File: config.mk
export PLATFORM = sky130hd
export DESIGN_NAME = mem_decoder
export DESIGN_NICKNAME = d
export VERILOG_FILES = /design/src/mem_decode_pkg.sv /design/src/reloc_if.sv /design/src/mem_decoder.sv /design/src/reloc_latch.sv
export SDC_FILE = /design/constraint.sdc
export NUM_CORES = 1
export LEC_CHECK = 0
export BUFFER_PORTS_ARGS = -buffer_cell sky130_fd_sc_hd__buf_4
export CAP_MARGIN = 10
export CORE_ASPECT_RATIO = 0.75
export CORE_MARGIN = 1.5
export CORE_UTILIZATION = 41
export CTS_CLUSTER_SIZE = 12
export DETAILED_ROUTE_END_ITERATION = 10
export GPL_ROUTABILITY_DRIVEN = 0
export HOLD_SLACK_MARGIN = 0.15
export PLACE_DENSITY = 0.78
export SKIP_LAST_GASP = 1
export SLEW_MARGIN = 20
export SYNTH_ARGS = -nofsm -noshare
export SYNTH_HDL_FRONTEND = slang
export SYNTH_SLANG_ARGS = --single-unit
export TNS_END_PERCENT = 20
File: constraint.sdc
create_clock -name clk_i -period 2.4 [get_ports clk_i]
set_clock_uncertainty 0.05 [all_clocks]
set_input_delay 0.24 -clock clk_i [delete_from_list [all_inputs] [get_ports clk_i]]
set_output_delay 0.24 -clock clk_i [all_outputs]
set_load 0.05 [all_outputs]
File: src/mem_decode_pkg.sv
// Package with address map constants and types for the memory space decoder
package mem_decode_pkg;
  localparam int ADDR_W = 20;
  typedef logic [19:0] addr_t;
  typedef logic [3:0]  reloc_t;
  localparam reloc_t RELOC_LOW  = 4'h0;
  localparam reloc_t RELOC_HIGH = 4'hf;
  // Variant selector: 0 smallest .. 3 largest
  typedef logic [1:0] variant_t;
  localparam variant_t VAR_48K  = 2'h0;
  localparam variant_t VAR_64K  = 2'h1;
  localparam variant_t VAR_96K  = 2'h2;
  localparam variant_t VAR_128K = 2'h3;
  // Data area low bound (low placement); high placement adds HIGH_OFS
  localparam addr_t DATA_LO_48K  = 20'h0f700;
  localparam addr_t DATA_LO_64K  = 20'h0f700;
  localparam addr_t DATA_LO_96K  = 20'h0f100;
  localparam addr_t DATA_LO_128K = 20'h0ee00;
  localparam addr_t HIGH_OFS     = 20'hf0000;
  // ROM end (inclusive) per variant
  localparam addr_t ROM_END_48K  = 20'h0bfff;
  localparam addr_t ROM_END_64K  = 20'h0ffff;
  localparam addr_t ROM_END_96K  = 20'h17fff;
  localparam addr_t ROM_END_128K = 20'h1ffff;
  // Fixed sub-areas: register window and banks in the low 64 KB image of the data area, vectors and call tables in ROM
  localparam addr_t SFR_BASE     = 20'h0ff00;
  localparam addr_t GPR_BASE     = 20'h0fe80;
  localparam addr_t GPR_END      = 20'h0feff;
  localparam addr_t DREG_BASE    = 20'h0fd00;
  localparam addr_t VEC_END      = 20'h0003f;
  localparam addr_t TCALL_BASE   = 20'h00040;
  localparam addr_t TCALL_END    = 20'h0007f;
  localparam addr_t FCALL_BASE   = 20'h00800;
  localparam addr_t FCALL_END    = 20'h00fff;
  localparam addr_t PAGE_MASK    = 20'h0ffff;
  typedef enum logic [2:0] {
    TGT_NONE = 3'b000,
    TGT_ROM  = 3'b001,
    TGT_RAM  = 3'b010,
    TGT_SFR  = 3'b011,
    TGT_EXT  = 3'b100
  } target_e;
endpackage

File: src/reloc_if.sv
// Interface carrying the latched placement from the latch to the decoder
`timescale 1ns/1ps
`default_nettype none
interface reloc_if;
  logic high;
  logic done;
  modport latch (output high, output done);
  modport user  (input high, input done);
endinterface
`default_nettype wire

File: src/mem_decoder.sv
// Memory space decoder: internal ROM, data area, register window, external
`timescale 1ns/1ps
`default_nettype none
module mem_decoder
  import mem_decode_pkg::*;
#(
  parameter variant_t VARIANT = VAR_128K
)(
  // Clock and reset
  input  wire logic     clk_i,
  input  wire logic     rst_i,
  // Access request from the core
  input  wire logic     req_i,
  input  wire addr_t    addr_i,
  input  wire logic     reset_fetch_i,
  // Relocation command
  input  wire logic     reloc_valid_i,
  input  wire reloc_t   reloc_code_i,
  // Mode
  input  wire logic     ext_mode_i,
  // Decode result, registered
  output logic          valid_o,
  output target_e       target_o,
  output addr_t         offset_o,
  output logic          rom_sel_o,
  output logic          ram_sel_o,
  output logic          sfr_sel_o,
  output logic          gpr_sel_o,
  output logic          dreg_sel_o,
  output logic          ext_sel_o,
  output logic          vec_sel_o,
  output logic          tcall_sel_o,
  output logic          fcall_sel_o,
  output logic          reloc_high_o,
  output logic          reloc_done_o
);
  reloc_if rel ();

  reloc_latch u_latch (
    .clk_i         (clk_i),
    .rst_i         (rst_i),
    .reloc_valid_i (reloc_valid_i),
    .reloc_code_i  (reloc_code_i),
    .rel           (rel)
  );

  function automatic addr_t data_lo(input variant_t v);
    case (v)
      VAR_48K:  data_lo = DATA_LO_48K;
      VAR_64K:  data_lo = DATA_LO_64K;
      VAR_96K:  data_lo = DATA_LO_96K;
      default:  data_lo = DATA_LO_128K;
    endcase
  endfunction

  function automatic addr_t rom_end(input variant_t v);
    case (v)
      VAR_48K:  rom_end = ROM_END_48K;
      VAR_64K:  rom_end = ROM_END_64K;
      VAR_96K:  rom_end = ROM_END_96K;
      default:  rom_end = ROM_END_128K;
    endcase
  endfunction

  function automatic logic in_rng(input addr_t a, input addr_t lo, input addr_t hi);
    in_rng = (a >= lo) && (a <= hi);
  endfunction

  localparam addr_t DLO = data_lo(VARIANT);
  localparam addr_t REND = rom_end(VARIANT);

  logic    in_data, in_rom, low_off;
  addr_t   low_addr;
  target_e tgt;

  always_comb begin
    // Low-64K image of the data area, used for sub-area decode
    low_addr = addr_i & PAGE_MASK;
    if (rel.high)
      in_data = in_rng(addr_i, DLO | HIGH_OFS, 20'hfffff);
    else
      in_data = in_rng(addr_i, DLO, PAGE_MASK);
    // Shadowed ROM hidden under low data area
    low_off = !rel.high && in_rng(addr_i, DLO, PAGE_MASK);
    // Full ROM only with high placement, except in VAR_48K, whose ROM ends below the data area
    in_rom = (addr_i <= REND) && !low_off;
    tgt = TGT_NONE;
    if (reset_fetch_i)
      tgt = (addr_i <= REND) ? TGT_ROM : (ext_mode_i ? TGT_EXT : TGT_NONE);
    else if (in_data)
      tgt = (low_addr >= SFR_BASE) ? TGT_SFR : TGT_RAM;
    else if (in_rom)
      tgt = TGT_ROM;
    else if (ext_mode_i)
      tgt = TGT_EXT;
  end

  logic    valid_reg, valid_next;
  target_e tgt_reg, tgt_next;
  addr_t   off_reg, off_next;
  logic    gpr_reg, gpr_next;
  logic    dreg_reg, dreg_next;
  logic    vec_reg, vec_next;
  logic    tcall_reg, tcall_next;
  logic    fcall_reg, fcall_next;
  logic    rom_reg, rom_next;
  logic    ram_reg, ram_next;
  logic    sfr_reg, sfr_next;
  logic    ext_reg, ext_next;
  logic    high_q_reg, high_q_next;
  logic    done_q_reg, done_q_next;

  always_comb begin
    valid_next = req_i;
    tgt_next   = req_i ? tgt : TGT_NONE;
    case (tgt)
      TGT_RAM: off_next = addr_i - (rel.high ? (DLO | HIGH_OFS) : DLO);
      TGT_SFR: off_next = low_addr - SFR_BASE;
      default: off_next = addr_i;
    endcase
    gpr_next   = req_i && tgt == TGT_RAM && in_rng(low_addr, GPR_BASE, GPR_END);
    dreg_next  = req_i && tgt == TGT_RAM && in_rng(low_addr, DREG_BASE, GPR_END);
    vec_next   = req_i && tgt == TGT_ROM && addr_i <= VEC_END;
    tcall_next = req_i && tgt == TGT_ROM && in_rng(addr_i, TCALL_BASE, TCALL_END);
    fcall_next = req_i && tgt == TGT_ROM && in_rng(addr_i, FCALL_BASE, FCALL_END);
    // Selects kept in their own flops so no output passes through a compare
    rom_next    = req_i && tgt == TGT_ROM;
    ram_next    = req_i && tgt == TGT_RAM;
    sfr_next    = req_i && tgt == TGT_SFR;
    ext_next    = req_i && tgt == TGT_EXT;
    high_q_next = rel.high;
    done_q_next = rel.done;
  end

  always_ff @(posedge clk_i) begin
    if (rst_i) begin
      valid_reg <= 1'b0;
      tgt_reg   <= TGT_NONE;
      off_reg   <= '0;
      gpr_reg   <= 1'b0;
      dreg_reg  <= 1'b0;
      vec_reg   <= 1'b0;
      tcall_reg  <= 1'b0;
      fcall_reg  <= 1'b0;
      rom_reg    <= 1'b0;
      ram_reg    <= 1'b0;
      sfr_reg    <= 1'b0;
      ext_reg    <= 1'b0;
      high_q_reg <= 1'b0;
      done_q_reg <= 1'b0;
    end else begin
      valid_reg <= valid_next;
      tgt_reg   <= tgt_next;
      off_reg   <= off_next;
      gpr_reg   <= gpr_next;
      dreg_reg  <= dreg_next;
      vec_reg   <= vec_next;
      tcall_reg  <= tcall_next;
      fcall_reg  <= fcall_next;
      rom_reg    <= rom_next;
      ram_reg    <= ram_next;
      sfr_reg    <= sfr_next;
      ext_reg    <= ext_next;
      high_q_reg <= high_q_next;
      done_q_reg <= done_q_next;
    end
  end

  assign valid_o      = valid_reg;
  assign target_o     = tgt_reg;
  assign offset_o     = off_reg;
  assign rom_sel_o    = rom_reg;
  assign ram_sel_o    = ram_reg;
  assign sfr_sel_o    = sfr_reg;
  assign ext_sel_o    = ext_reg;
  assign gpr_sel_o    = gpr_reg;
  assign dreg_sel_o   = dreg_reg;
  assign vec_sel_o    = vec_reg;
  assign tcall_sel_o  = tcall_reg;
  assign fcall_sel_o  = fcall_reg;
  assign reloc_high_o = high_q_reg;
  assign reloc_done_o = done_q_reg;

  chk_ext_mode_gate : assert property (@(posedge clk_i) disable iff (rst_i)
    (req_i && !ext_mode_i) |=> (target_o != TGT_EXT))
    else $error("external target without expansion mode");
  chk_shadow_hidden : assert property (@(posedge clk_i) disable iff (rst_i)
    (req_i && !reset_fetch_i && !rel.high && addr_i >= DLO && addr_i <= PAGE_MASK)
      |=> (target_o == TGT_RAM || target_o == TGT_SFR))
    else $error("ROM visible under low data area");
  chk_high_rom : assert property (@(posedge clk_i) disable iff (rst_i)
    (req_i && rel.high && addr_i <= REND) |=> (target_o == TGT_ROM))
    else $error("ROM not reachable with high placement");
  chk_high_data : assert property (@(posedge clk_i) disable iff (rst_i)
    (req_i && !reset_fetch_i && rel.high && addr_i >= (DLO | HIGH_OFS))
      |=> (target_o inside {TGT_RAM, TGT_SFR}))
    else $error("high data area not decoded");
  chk_sfr_window : assert property (@(posedge clk_i) disable iff (rst_i)
    (req_i && !reset_fetch_i && !rel.high && addr_i >= SFR_BASE && addr_i <= PAGE_MASK)
      |=> (sfr_sel_o && offset_o == $past(addr_i) - SFR_BASE))
    else $error("register window decode wrong");
  chk_reset_fetch : assert property (@(posedge clk_i) disable iff (rst_i)
    (req_i && reset_fetch_i) |=> !(ram_sel_o || sfr_sel_o))
    else $error("reset entry from RAM");
  chk_vec_table : assert property (@(posedge clk_i) disable iff (rst_i)
    (req_i && !reset_fetch_i && addr_i <= VEC_END) |=> vec_sel_o)
    else $error("vector table not selected");
  chk_gpr_bank : assert property (@(posedge clk_i) disable iff (rst_i)
    (req_i && !reset_fetch_i && !rel.high && addr_i >= GPR_BASE && addr_i <= GPR_END)
      |=> (gpr_sel_o && dreg_sel_o))
    else $error("register bank decode wrong");
endmodule
`default_nettype wire

File: src/reloc_latch.sv
// One-time latch for the data-area placement
`timescale 1ns/1ps
`default_nettype none
module reloc_latch
  import mem_decode_pkg::*;
(
  // Clock and reset
  input  wire logic   clk_i,
  input  wire logic   rst_i,
  // Relocation command from the core
  input  wire logic   reloc_valid_i,
  input  wire reloc_t reloc_code_i,
  // Placement out
  reloc_if.latch      rel
);
  logic high_reg, high_next;
  logic done_reg, done_next;

  always_comb begin
    high_next = high_reg;
    done_next = done_reg;
    if (reloc_valid_i && !done_reg) begin
      high_next = (reloc_code_i == RELOC_HIGH);
      done_next = 1'b1;
    end
  end

  always_ff @(posedge clk_i) begin
    if (rst_i) begin
      high_reg <= 1'b0;
      done_reg <= 1'b0;
    end else begin
      high_reg <= high_next;
      done_reg <= done_next;
    end
  end

  assign rel.high = high_reg;
  assign rel.done = done_reg;

  chk_reloc_hold : assert property (@(posedge clk_i) disable iff (rst_i)
    done_reg |=> (done_reg && high_reg == $past(high_reg)))
    else $error("placement changed after latch");
  chk_reloc_take : assert property (@(posedge clk_i) disable iff (rst_i)
    (reloc_valid_i && !done_reg) |=> (done_reg && high_reg == ($past(reloc_code_i) == RELOC_HIGH)))
    else $error("placement not latched");
endmodule
`default_nettype wire

==> results.txt <==
CTS Buf Count = 5
Post-synthesis sequential area ratio = 38.8%
Sink Count = 37
Internal = 0.971 mW
Share of layout cells above drive strength 1 = 33.7%
Vias = 1779
Leak = 1.09 nW
Layout fillers = 418
Logic pwr share = 21.2%
# DRC = 0
Drt pass-1 iters = 4
Overall Power = 1.37 mW
Initial Utilization = 42.7%
Mapped Avg Cell Area = 9.27 µm²
1st-iter DRT viols = 139
Gate Count Post-Synth = 206
Critical path fanouts, max = 5
Tcrit/Tclk final = 88.4%
Post-CTS Setup Inserts = 0
Max VDD drop = 0.000246 V
Post-synth design cell area = 1910 µm²
Hpwl dp = 3610 µm
Number of flip-flops in the largest register = 20
FMAX = 472 MHz
Cell row count = 21
Wire per inst = 14.0 µm
GRT Util Overall = 19.5%
Main synth FF type = dfxtp_1
Synthesized flop and latch total = 37
Die area = 5080 µm²
Nets = 316
Clk network pwr share = 31.9%
Setup TNS = 0 ns
Critical Path RT = 2.55 ns
Number of global-route vias before repair = 1647
Final hold vios = 0
Fin crit period = 2.12 ns
ANT nets after route = 0
Worst-Margin Slew = 0.492 ns
Switching share of total power = 29.3%
Yosys cell types = 53
Commonest non-fill, non-tap cell in the layout = buf_4
Die X = 81.8 µm
Switch Pwr = 0.402 mW
Post-synth EDFFs = 0
Via/cell ratio = 5.34
Buffers on Ports = 64
Pin count of the biggest net entering global routing = 26
Clock Tree Root = clkbuf_8
RSZ-0062 raised after global routing = false
CP Capture Type = register
Total Routed Length = 4670 µm
Final setup vio count = 0
CP Class = reg2reg
Status = complete, no violations
Final Hold Slack = 0.154 ns
H-tree lvl count = 2
Worst-path clk slew = 0.07 ns
Crit path launch type = register
Initial antenna violation count = 0
Max-slew violations = 0
First-pass GRT wire length = 7660 µm
I/O pin cnt = 65
Layout overhead on the synthesized area = 32.8%
Synth warn = 0
Relative slew slack = 67.0%
Register share of total power = 46.9%
Core ar. = 4470 µm²
Congestion Overflow GR = 0
Most frequent cells in the layout = 67 x buf_4, 37 x dfxtp_1, 24 x nor2_1
CTS tree = built
Clk buf depth = 2
Hold Crit Class = in2reg
Syn nets = 246
Die height = 62.1 µm
Ys async rst share = 0%
Skew-Pair Late Insertion Delay = 0.29 ns
Antenna diodes = 0
Max-cap viol count = 0
PD cells = 541 nW/µm²
Worst EP arrival = 2.27 ns
-- worst paths after layout --
path / slack [ns] / to / cells past startpoint / from
hold / removal: 0.15 / offset_o[0]$_SDFF_PP0_ / 2 / addr_i[0]
hold reg to reg: 0.45 / reloc_done_o$_SDFF_PP0_ / 1 / u_latch.rel.done$_SDFFE_PP0P_
setup reg to reg: 0.28 / offset_o[19]$_SDFF_PP0_ / 8 / u_latch.rel.high$_SDFFE_PP0P_
setup / recovery: 0.28 / offset_o[19]$_SDFF_PP0_ / 8 / u_latch.rel.high$_SDFFE_PP0P_
-- cells by family after synthesis --
family / Yosys count / share of synthesized area, %
xor+xnor: 4 / 1.84
mux: 3 / 1.64
fa+ha+maj: 10 / 6.55
simple gates: 96 / 29.5
flops: 37 / 38.8
compound gates: 41 / 17.0
buf+inv: 15 / 4.72
-- synthesized netlist by cell type, drive strengths merged (2+ instances only) --
library cell	n	area, µm²
dfxtp	37	741
nor2	24	90.1
nand2	16	62.6
nand3	12	65.1
a21oi	11	70.1
ha	10	125
inv	10	37.5
nor3	10	65.1
nor2b	8	50.1
o21ai	8	40.0
nand4	6	52.6
a311oi	5	56.3
a21o	3	22.5
and3	3	18.8
buf	3	45.0
nand2b	3	26.3
nor4	3	48.8
or3	3	18.8
xnor2	3	26.3
a2111oi	2	37.5
and2	2	12.5
and3b	2	17.5
and4	2	17.5
clkbuf	2	7.51
mux2i	2	20.0
o2111ai	2	17.5
o21a	2	16.3
-- repair_timing --
item                                    CTS  global route
endpoints found under the hold margin     1             0
endpoints found under the setup margin    0             1
resized for setup                         0             1
hold buffers                              1             0
-- critical path, cell delays in order (launching register included) --
cell       delay (ns)
dfxtp_1          0.41
inv_1            0.11
ha_1             0.31
and4_1           0.21
a2111oi_2        0.37
nor3_1           0.11
xnor2_1          0.16
nand2_1          0.06
a311oi_1         0.23
-- final cells by class --
type                       count  area (µm²)  area share [%]
timing repair buffer          68         513            20.2
inverter                      10        37.5            1.48
tap                           57        71.3            2.81
clock inverter                 1        7.51           0.296
multi-input combinational    154        1080            42.7
clock buffer                   6        82.6            3.26
sequential                    37         741            29.2
-- per-layer routing --
metal  track usage (%)  share of wire (%)  wire length (µm)
met1              26.0                 46              2160
met2              30.2                 46              2140
met3              5.29                6.8               316
met4              6.78               0.99                46
met5                 0                  0                 0
-- power by group through the flow --
stage / Sequential [mW] / Combinational [mW] / Clock [mW]
2_1_floorplan: 0.735 / 0.0952 / 0
3_3_place_gp: 0.658 / 0.284 / 0
3_5_place_dp: 0.658 / 0.287 / 0
4_1_cts: 0.644 / 0.289 / 0.450
5_1_grt: 0.646 / 0.313 / 0.479
6_report: 0.644 / 0.291 / 0.438
-- metrics by stage --
step	cells	worst slack (ns)	util (%)	cell area (µm²)
3_5_place_dp	325	0.266	54.4	2430
5_1_grt	333	0.0507	56.8	2540
3_3_place_gp	325	0.344	54.4	2430
2_1_floorplan	206	0.427	-	1910
6_report	333	0.279	56.8	2540
4_1_cts	333	0.244	56.7	2530
Power figures use the tool's default switching activity.
